$ cat config.mk
export PLATFORM = sky130hd
export DESIGN_NAME = gsc_top
export DESIGN_NICKNAME = d
export VERILOG_FILES = /design/src/core/gsc_pkg.sv /design/src/core/gsc_setting_if.sv /design/src/core/gsc_rx_coarse_decode.sv /design/src/core/gsc_tx_fine_decode.sv /design/src/core/gsc_top.sv
export VERILOG_INCLUDE_DIRS = /design/src /design/src/core
export SDC_FILE = /design/constraint.sdc
export NUM_CORES = 1
export LEC_CHECK = 0
export BUFFER_PORTS_ARGS = -buffer_cell sky130_fd_sc_hd__buf_2
export CORE_MARGIN = 3
export CORE_UTILIZATION = 35
export DETAILED_ROUTE_END_ITERATION = 12
export GPL_TIMING_DRIVEN = 0
export SLEW_MARGIN = 30
export SYNTH_ARGS = -nofsm -noshare
export SYNTH_HDL_FRONTEND = slang
export SYNTH_SLANG_ARGS = --single-unit
$ cat constraint.sdc
create_clock -name clk -period 1.7 [get_ports clk]
set_input_delay 0.34 -clock clk [delete_from_list [all_inputs] [get_ports clk]]
set_output_delay 0.34 -clock clk [all_outputs]
set_load 0.02 [all_outputs]
$ cat src/core/gsc_params.svh
/*
  Offsets, field positions, reset values and decode limits of the
  gain step control registers.
  Assumes an 8-bit register address and 8-bit register data.
*/
`ifndef GSC_PARAMS_SVH
`define GSC_PARAMS_SVH

`define GSC_ADDR_W          8
`define GSC_DATA_W          8
`define GSC_ADDR_RX_COARSE  8'h27
`define GSC_ADDR_TX_FINE    8'h28
`define GSC_REG_RESET       5'h00
`define GSC_RDATA_RESET     8'h00
`define GSC_UNMAPPED_READ   8'h00
`define GSC_RSVD_ZERO       3'h0
`define GSC_SIGN_BIT        4
`define GSC_MAG_MSB         3
`define GSC_MAG_LSB         0
`define GSC_MAG_ZERO        4'h0
`define GSC_MAG_FULL        4'hF
`define GSC_SAT_TOP         2'h3
`define GSC_RX_GAIN_LIMIT   6'h0C
`define GSC_RX_STEP_UNITS   6'h01
`define GSC_TX_STEP_UNITS   6'h01
`define GSC_GAIN_ZERO       6'h00

`endif

$ cat src/core/gsc_pkg.sv
/*
  Types shared by the gain step control top, its decoders and the
  setting interface.
  Assumes gsc_params.svh is on the include path.
*/
package gsc_pkg;

  // Sign in bit 4, magnitude in bits 3 to 0, as stored in a register.
  typedef struct packed {
    logic       sign;
    logic [3:0] mag;
  } gsc_field_type;

  // Signed gain in register steps; negative means attenuation.
  typedef logic signed [5:0] gsc_gain_type;

  typedef struct packed {
    gsc_field_type rx_reg;
    gsc_field_type tx_reg;
    logic [7:0]    rd_data;
    gsc_gain_type  rx_gain;
    gsc_gain_type  tx_gain;
    logic          rx_upd;
    logic          tx_upd;
  } gsc_state_type;

endpackage

$ cat src/core/gsc_setting_if.sv
/*
  Carrier between a stored gain field and its decoder.
  Assumes the gsc_pkg package is compiled first.
*/
`timescale 1ns/1ps
`default_nettype none

interface gsc_setting_if;
  import gsc_pkg::*;

  gsc_field_type field;
  gsc_gain_type  gain;

  modport owner   (output field, input gain);
  modport decoder (input field, output gain);
endinterface

`default_nettype wire

$ cat src/core/gsc_rx_coarse_decode.sv
/*
  Decodes the receive coarse field into a signed count of 1 dB steps.
  Assumes a stored field at its input; purely combinational.
*/
`timescale 1ns/1ps
`default_nettype none
`include "gsc_params.svh"

module gsc_rx_coarse_decode
  import gsc_pkg::*;
(
  gsc_setting_if.decoder set
);

  gsc_gain_type mag_steps;

  always_comb begin
    mag_steps = 6'({2'h0, set.field.mag} * `GSC_RX_STEP_UNITS);
    if (set.field.mag == `GSC_MAG_ZERO) begin
      set.gain = `GSC_GAIN_ZERO;
    end else if (set.field.sign) begin
      set.gain = -mag_steps;
    end else if (set.field.mag[3:2] == `GSC_SAT_TOP) begin
      set.gain = `GSC_RX_GAIN_LIMIT;
    end else begin
      set.gain = mag_steps;
    end
  end

endmodule

`default_nettype wire

$ cat src/core/gsc_tx_fine_decode.sv
/*
  Decodes the transmit fine field into a signed count of 0.1 dB steps.
  Assumes a stored field at its input; purely combinational.
*/
`timescale 1ns/1ps
`default_nettype none
`include "gsc_params.svh"

module gsc_tx_fine_decode
  import gsc_pkg::*;
(
  gsc_setting_if.decoder set
);

  gsc_gain_type mag_steps;

  always_comb begin
    mag_steps = 6'({2'h0, set.field.mag} * `GSC_TX_STEP_UNITS);
    if (set.field.mag == `GSC_MAG_ZERO) begin
      set.gain = `GSC_GAIN_ZERO;
    end else if (set.field.sign) begin
      set.gain = -mag_steps;
    end else begin
      set.gain = mag_steps;
    end
  end

endmodule

`default_nettype wire

$ cat src/core/gsc_top.sv
/*
  Gain step control register bank: receive coarse gain and transmit
  fine gain, each decoded into a signed setting for the datapath.
  Assumes a register master on the same clock that uses one-cycle
  strobes and never asserts read and write together.
*/
// Behaviour
// - Both gain registers clear to zero on reset, giving 0 dB.
// - Receive coarse bit 4 clear raises gain, set adds attenuation.
// - Receive coarse magnitude in bits 3 to 0 counts 1 dB per step.
// - Receive gain with magnitude 11xx saturates at 12 dB.
// - Receive attenuation with magnitude 1111 reaches 15 dB.
// - Receive coarse magnitude zero gives 0 dB whatever the sign.
// - Transmit fine bit 4 clear raises gain, set adds attenuation.
// - Transmit fine magnitude counts 0.1 dB per step, up to 1.5 dB.
// - Transmit fine magnitude zero gives 0 dB whatever the sign.
`timescale 1ns/1ps
`default_nettype none
`include "gsc_params.svh"

module gsc_top
  import gsc_pkg::*;
(
  input  wire logic                    clk,
  input  wire logic                    rst,
  input  wire logic [`GSC_ADDR_W-1:0]  addr,
  input  wire logic [`GSC_DATA_W-1:0]  wr_data,
  input  wire logic                    wr_en,
  input  wire logic                    rd_en,
  output logic      [`GSC_DATA_W-1:0]  rd_data,
  output logic signed [5:0]            rx_gain_db,
  output logic signed [5:0]            tx_gain_tenth_db,
  output logic                         rx_gain_update,
  output logic                         tx_gain_update
);

  gsc_state_type state_ff;
  gsc_state_type nxt_state;

  gsc_setting_if rx_set ();
  gsc_setting_if tx_set ();

  logic          hit_rx;
  logic          hit_tx;
  gsc_field_type wr_field;

  // The decoders see only the stored fields, so a write changes the
  // datapath no earlier than the edge after the register took it.
  assign rx_set.field = state_ff.rx_reg;
  assign tx_set.field = state_ff.tx_reg;

  gsc_rx_coarse_decode u_rx_decode (
    .set (rx_set)
  );

  gsc_tx_fine_decode u_tx_decode (
    .set (tx_set)
  );

  always_comb begin
    hit_rx = 1'b0;
    hit_tx = 1'b0;
    if (addr == `GSC_ADDR_RX_COARSE) begin
      hit_rx = 1'b1;
    end else if (addr == `GSC_ADDR_TX_FINE) begin
      hit_tx = 1'b1;
    end
  end

  // Bits 7 to 5 are dropped here and never stored.
  assign wr_field = gsc_field_type'(wr_data[`GSC_SIGN_BIT:0]);

  always_comb begin
    nxt_state = state_ff;
    if (wr_en && hit_rx) begin
      nxt_state.rx_reg = wr_field;
    end
    if (wr_en && hit_tx) begin
      nxt_state.tx_reg = wr_field;
    end
    // Read data stand for one cycle only; zero otherwise.
    nxt_state.rd_data = `GSC_RDATA_RESET;
    if (rd_en) begin
      if (hit_rx) begin
        nxt_state.rd_data = {`GSC_RSVD_ZERO, state_ff.rx_reg};
      end else if (hit_tx) begin
        nxt_state.rd_data = {`GSC_RSVD_ZERO, state_ff.tx_reg};
      end else begin
        nxt_state.rd_data = `GSC_UNMAPPED_READ;
      end
    end
    nxt_state.rx_gain = rx_set.gain;
    nxt_state.tx_gain = tx_set.gain;
    nxt_state.rx_upd  = (rx_set.gain != state_ff.rx_gain);
    nxt_state.tx_upd  = (tx_set.gain != state_ff.tx_gain);
  end

  always_ff @(posedge clk) begin
    if (rst) begin
      state_ff <= '0;
    end else begin
      state_ff <= nxt_state;
    end
  end

  assign rd_data          = state_ff.rd_data;
  assign rx_gain_db       = state_ff.rx_gain;
  assign tx_gain_tenth_db = state_ff.tx_gain;
  assign rx_gain_update   = state_ff.rx_upd;
  assign tx_gain_update   = state_ff.tx_upd;

  logic wr_rx;
  logic wr_tx;

  assign wr_rx = wr_en && hit_rx;
  assign wr_tx = wr_en && hit_tx;
endmodule

`default_nettype wire

## After elaboration in Yosys (flattened, before gate mapping)

Cells that the tools add are included.

- Equal/unequal tests: 5
- $add $sub $neg: 2
- Reduce and logical (&&, ||, !) cells: 6
- Bitwise operators: 1
- Multiplexer cells: 10

Operators with widths:

| cell | number |
|---|---|
| $mux 6 | 4 |
| $eq 8x6->1 const B | 2 |
| $ne 6x6->1 | 2 |
| $neg 4->6 | 2 |
| $mux 5 | 2 |
| $logic_not 4->1 | 2 |
| $mux 4 | 1 |
| $mux 1 | 3 |
| $reduce_or 3->1 | 1 |
| $eq 2x2->1 const B | 1 |
| $logic_and 1x1->1 | 2 |
| $reduce_or 2->1 | 1 |
| $not 1->1 | 1 |

- Input bits: 20
- Register bits: 32
- Logic and storage cells: 34

## Logic depth before layout (Yosys ltp)

Gate-level depths: netlist of run 1.

- Word-level depth: 5
- Depth in mapped cells: 7
- Gate-level depth less buffers: 6

## Cells and area by module

A second synthesis of run 1 with hierarchy kept.

- Cell total of the unflattened synthesis: 161
- Area, all modules: 1,582.8 um^2

By module, submodules not included:

| module | times used | seq. area each (um^2) | cells each | area an instance (um^2) |
|---|---|---|---|---|
| gsc_top | 1 | 580.6 | 124 | 1,317.5 |
| gsc_rx_coarse_decode | 1 | 0.0 | 21 | 153.9 |
| gsc_tx_fine_decode | 1 | 0.0 | 16 | 111.4 |

## Least setup slack after synthesis of run 1

Ideal clock, no wire load.

- Path type: register to register
- Start: register state_ff, in the netlist rx_set.field[1]
- End: register state_ff, in the netlist rx_gain_update
- Data required time: 1.560 ns
- Arrival time: 1.655 ns
- Stages on the path, launching flop included: 8
- Slack: -0.095 ns
- Cell sequence: dfxtp_1 clkbuf_1 inv_1 ha_1 and3b_1 a2111o_1 a211oi_1 a41oi_1

- Cells in the longest elaborated chain, start to end: 4
- Elaborated cells on any way between the ends: 6
- Those cells by class: add/sub: 1; eq/ne: 1; mux: 3; reduce/logical: 1

RTL lines:

| what | line | source |
|---|---|---|
| start: declaration | gsc_top.sv:37 | `gsc_state_type state_ff;` |
| start signal: assignment | gsc_top.sv:102 | `state_ff <= nxt_state;` |
| $neg 4->6 / $mux 4 (equally long branches) | gsc_rx_coarse_decode.sv:22, gsc_rx_coarse_decode.sv:23 |  |
| $mux 6 | gsc_rx_coarse_decode.sv:21 | `end else if (set.field.sign) begin` |
| $mux 6 * | gsc_rx_coarse_decode.sv:19 | `` if (set.field.mag == `GSC_MAG_ZERO) begin `` |
| $ne 6x6->1 * | gsc_top.sv:94 | `nxt_state.rx_upd = (rx_set.gain != state_ff.rx_gain);` |

Mark *: on every way between the ends. The rest lies on a longest branch, timed or not.
A chain may end at the register's enable or synchronous reset.

## Worst setup path after layout of run 1

Ends and elaborated chain as after synthesis.

==> results of run 1 <==
## cells in the final DEF (no fill, tap or decap), types with 2 or more instances in the layout
cell	n
buf_2	39
buf_4	30
dfxtp_1	25
nor2_1	19
mux2i_1	12
clkbuf_8	6
a21oi_1	5
nor2b_1	5
xnor2_1	5
a22oi_1	5
nor3_1	4
nand3_1	4
dfxtp_2	4
inv_1	3
clkbuf_1	3
o21ai_0	3
nand2b_1	3
conb_1	3
inv_6	2
nor3b_4	2
o21ba_2	2
o31ai_1	2
nand2_1	2
and4b_1	2
nor4b_1	2
and2_1	2
or2_2	2
xor2_1	2
a41oi_2	2
and3_1	2
## cell type report
class	instances	area share (%)
multi-input combinational	118	43.3
sequential	29	27.4
timing repair buffer	44	11.4
buffer	28	9.21
clock buffer	7	4.05
tap	52	3.05
inverter	6	1.52
## cells in the mapped netlist (all sizes together) (3+ instances only)
cell type | n | share of area [%]
nand3 | 4 | 1.2
nor2 | 19 | 4.3
clkbuf | 4 | 0.98
o21ai | 3 | 0.90
buf | 26 | 11
a21oi | 5 | 1.5
inv | 6 | 1.4
a22oi | 5 | 2.3
nor2b | 5 | 1.9
xnor2 | 5 | 2.6
nor4b | 3 | 2.0
o31ai | 3 | 1.4
mux2i | 12 | 7.2
nor3b | 3 | 2.0
nand2b | 3 | 1.1
dfxtp | 29 | 35
nor3 | 4 | 1.2
## flip-flops by register name, indices dropped and copies added, names as in the netlist
| signal | count |
|---|---|
| state_ff | 5 |
| rx_set.field | 5 |
| rx_gain_db | 6 |
| rx_gain_update | 1 |
| rd_data | 5 |
| tx_gain_tenth_db | 6 |
| tx_gain_update | 1 |
## kinds of logic (layout without fill, tap and decap cells)
kind of cell,Yosys count,after routing
DFF,29,29
buffers and inverters,36,85
other,1,3
adders and majority gates,2,2
xor gates and xnor gates,8,8
and+or+nand+nor,56,56
AOI/OAI and AO/OA,37,37
muxes,12,12
## critical path, delay by kind of cell, from the launching register on
kind | cells | cell delay [ps]
buffers and inverters | 1 | 50
AND/OR/NAND/NOR | 1 | 170
adder cells (fa/ha/maj) | 1 | 270
flip-flops | 1 | 410
AO/OA/AOI/OAI | 3 | 600
## per-layer routing
layer,up-vias,track usage (%),share of wire (%)
li1,729,-,-
met1,664,20.4,50
met2,41,21.8,43
met3,4,3.60,6.4
met4,0,5.34,1.2
met5,-,0,0
## final timing paths
path	end	cells past startpoint	start	slack, ps
setup / recovery	rx_gain_update$_SDFF_PP0_	6	rx_set.field[1]$_SDFFE_PP0P_	60
hold / removal	rx_set.field[1]$_SDFFE_PP0P_	3	wr_data[1]	320
setup reg to reg	rx_gain_update$_SDFF_PP0_	6	rx_set.field[1]$_SDFFE_PP0P_	60
hold reg to reg	rx_gain_db[0]$_SDFF_PP0_	2	rx_set.field[0]$_SDFFE_PP0P_	510
## power groups by stage
stage	sequential, mW	combinational, mW	clock, mW
after floorplan	0.695	0.0265	0
after global placement	0.695	0.0558	0
after global routing	0.680	0.0643	0.606
final	0.681	0.0582	0.561
after CTS	0.680	0.0572	0.580
after detailed placement	0.695	0.0561	0
## metrics by stage
stage / cell area [sq um] / total power [mW]
final: 2130 / 1.30
after global routing: 2130 / 1.35
after CTS: 2090 / 1.32
after detailed placement: 1920 / 0.752
after global placement: 1920 / 0.751
after floorplan: 1680 / 0.722
## timing repair
item                                    4_1_cts  5_1_grt
endpoints found under the setup margin        1        2
resized for setup                            11       11
buffers inserted                              6        3
pin swaps                                     4        5
==> metrics.txt, run 1 <==
EDFF count, synth 0; vias per cell 5.06; Critical Setup Path Class register to register; worst clock skew approximately 7.2 ps; HP Class input port to register; Clock Latency Late Sink 270 ps; critical-path maximum fanout 5; DRT iter0 DRCs 77; fillers around 450; core area around 4500 sq um; Post-CTS Hold Fix Bufs 0; sequential share of power about 52%; Global Route Usage Sum 14.6%; placed insts 270; Remaining DRCs 0; row cnt 24; DIE AREA around 5600 sq um; Max Cap Viol 0; Die Span Y around 75 microns; total congestion overflow 0; Max Transition Viols Final 0; largest net degree at the start of global routing 11; CP arrival around 1800 ps; Final setup viols 0; CP Cell Sequence inv_6 > ha_4 > and3b_1 > a2111o_1 > a211oi_2 > a41oi_2; Final Hold Viols 0; Comb pwr share 4.5%; Worst-Margin Slew ~600 ps; setup_tns 0 ps; diode count 0; Synth async-reset ratio 0%; crit share post-route 96.2%; io pins 42; Final min period between 1500 and 2000 ps; Compound-Gate Fraction of Synth Area approximately 17%; startpoint types register; CP max stage cell dfxtp_2; Detail Route Antenna Nets 0; slew margin rel. approximately 60%; area of the multi-input gates between 900 and 1000 sq um; Yosys reg bits 29; VDD IR-drop max 0.318 mV; share of layout cells above drive strength 1 a little over two fifths; status completed; P_sw approximately 270 uW; hpwl dp between 2 and 3 mm; PnR worst setup slack around 64 ps; max frequency between 0.6 and 0.7 GHz; Netlist cell types 55; XOR/XNOR share of the synthesized area roughly 5.0%; syn avg cell area 9.18 sq um; initial antenna violation count 0; vias in the first global route roughly 1300; total CTS buffers 5; Power Internal roughly 1.0 mW; Sequential cell area between 500 and 600 sq um; mapped cell area about 1700 sq um; worst hold margin about 320 ps; synth warn 0; deepest clock path buffer count 2; largest family of logic cells by synthesized area simple AND/OR/NAND/NOR gates; first-pass iteration count of the detailed router 4; Net Sw Frac a little over a fifth; CTS tree done; non-filler cells, final between 200 and 300; Power Density 609 nW/um^2; Die X around 75 microns; routability cong. slightly above 0.8; post-layout util a little under half; P&R area growth vs syn 28.4%; sequential element share of the synthesized area 34.9%; routed wire length per instance around 13 microns; Leak ~1.0 nW; critical path endpoint category register; Simple-Gate Fraction of Synth Area about 20%; Routed WL between 3 and 4 mm; TritonCTS Sinks 29; proportion of synthesized area in mux cells between 7 and 8%; Vias 1438; Required @ worst endpoint between 1500 and 2000 ps; initial core utilization 37.1%; first-pass GRT wire length 6.33 mm; clock group share of total power around 43%; Largest stage delay, worst path between 400 and 500 ps; Synth Instances between 150 and 200; Synth Area in Adders under 10%; I/O Buffers 35; RSZ-0062 raised after global routing no; Primary FF master, synth dfxtp_1; clk root buf clkbuf_8; final net count ~250; H-tree levels 2; dpl ws -232 ps; clock-pin slew on the worst setup and hold paths approximately 60 ps
(Power assumes the default switching activity.)
==> run 2: changes to the inputs <==
--- a/config.mk
+++ b/config.mk
@@ -9,6 +9,7 @@
 export BUFFER_PORTS_ARGS = -buffer_cell sky130_fd_sc_hd__buf_2
 export CORE_MARGIN = 3
 export CORE_UTILIZATION = 35
+export CTS_BUF_LIST = sky130_fd_sc_hd__clkbuf_8 sky130_fd_sc_hd__clkbuf_16
 export DETAILED_ROUTE_END_ITERATION = 12
 export GPL_TIMING_DRIVEN = 0
 export SLEW_MARGIN = 30
==> metrics.txt, run 2 (same netlist as run 1, synthesis figures left out) <==
clk root buf clkbuf_8; CP arrival 1770 ps (about the same); row cnt 24 (unchanged); Remaining DRCs 0 (unchanged); routability cong. 0.831 (unchanged); crit share post-route 96.3% (about the same); hpwl dp 2.63 mm (unchanged); worst clock skew 7.11 ps (-0.101 ps); I/O Buffers 35 (unchanged); Die X 74.9 microns (unchanged); share of layout cells above drive strength 1 42.2% (unchanged); initial core utilization 37.1% (unchanged); Worst-Margin Slew 603 ps (+2.39 ps); status completed; first-pass iteration count of the detailed router 4 (unchanged); RSZ-0062 raised after global routing no; Max Cap Viol 0 (unchanged); Power Density 606 nW/um^2 (-0.49%); Global Route Usage Sum 14.6% (unchanged); Leak 1.03 nW (+0.41%); DRT iter0 DRCs 77 (unchanged); final net count 254 (unchanged); Final Hold Viols 0 (unchanged); Required @ worst endpoint 1830 ps (about the same); critical path endpoint category register; TritonCTS Sinks 29 (unchanged); critical-path maximum fanout 5 (unchanged); commonest non-fill, non-tap cell in the layout buf_2; CTS tree done; post-layout util 47.7% (unchanged); Final setup viols 0 (unchanged); Routed WL 3.75 mm (-0.37%); diode count 0 (unchanged); first-pass GRT wire length 6.33 mm (unchanged); H-tree levels 2 (unchanged); Critical Setup Path Class register to register; total CTS buffers 5 (unchanged); vias per cell 5.08 (+0.42%); Vias 1444 (+0.42%); routed wire length per instance 13.2 microns (-0.37%); P&R area growth vs syn 28.4% (unchanged); startpoint types register; slew margin rel. 59.8% (-0.16 points); fillers 445 (unchanged); total congestion overflow 0 (unchanged); largest net degree at the start of global routing 11 (unchanged); Max Transition Viols Final 0 (unchanged); Detail Route Antenna Nets 0 (unchanged); Die Span Y 74.9 microns (unchanged); overall power 1.29 mW (-0.49%); deepest clock path buffer count 2 (unchanged); Clock Latency Late Sink 270 ps (about the same); max frequency 0.611 GHz (about the same); commonest non-fill, non-tap cells in the layout buf_2, buf_4, dfxtp_1; Final min period 1640 ps (+0.746 ps); initial antenna violation count 0 (unchanged); clock-pin slew on the worst setup and hold paths 60 ps (about the same); vias in the first global route 1308 (unchanged); io pins 42 (unchanged); DIE AREA 5610 sq um (unchanged); VDD IR-drop max 0.318 mV (-0.11%); HP Class input port to register; core area 4470 sq um (unchanged)
[run 2: repair_timing]
item                                    CTS  global route
hold buffers                              0             0
pin swaps                                 4             5
endpoints found under the setup margin    1             2
buffers inserted                          6             3
resized for setup                        11            11
[run 2: power by group]
group	switching (mW)	internal, mW
registers	0.000489	0.680
clock network	0.241	0.314
logic	0.0328	0.0254
[run 2: area by class of cell]
| cell class | instances | area, sq um | area share [%] |
|---|---|---|---|
| multi-input cells | 118 | 925 | 43.3 |
| flip-flops and latches | 29 | 586 | 27.4 |
| repair buffers | 44 | 243 | 11.4 |
| plain buffers | 28 | 196 | 9.21 |
| clock buffers | 6 | 82.6 | 3.87 |
| well taps | 52 | 65.1 | 3.05 |
| inverters | 6 | 32.5 | 1.52 |
| clock inverters | 1 | 3.75 | 0.176 |
[run 2: through the flow]
stage	hold slack, ps	instance area [sq um]	setup TNS [ps]	worst slack [ps]	std cells
CTS	312	2090	-23.1	-23.1	283
floorplan	419	1680	0	3.64	183
global route	328	2130	0	16.8	284
global placement	553	1920	-241	-241	270
detailed placement	545	1920	-232	-232	270
finish	319	2130	0	63.4	284
[run 2: metal layers]
layer / up-vias / wire, microns / GRT usage [%]
li1: 728 / - / -
met4: 0 / 46 / 5.34
met3: 4 / 245 / 3.60
met2: 44 / 1600 / 21.8
met5: - / 0 / 0
met1: 668 / 1850 / 20.4
[run 2: final timing paths]
path                                     start                      endpoint  slack, ps  depth (start not counted)
setup / recovery  rx_set.field[1]$_SDFFE_PP0P_     rx_gain_update$_SDFF_PP0_         60                          6
hold / removal                      wr_data[1]  rx_set.field[1]$_SDFFE_PP0P_        320                          3
setup reg to reg  rx_set.field[1]$_SDFFE_PP0P_     rx_gain_update$_SDFF_PP0_         60                          6
hold reg to reg   rx_set.field[0]$_SDFFE_PP0P_      rx_gain_db[0]$_SDFF_PP0_        510                          2
[run 2: critical path, stage by stage, from the launching register on]
cell and delay (ps):
dfxtp_2 410, inv_6 50, ha_4 270, and3b_1 170, a2111o_1 300, a211oi_2 180, a41oi_2 120
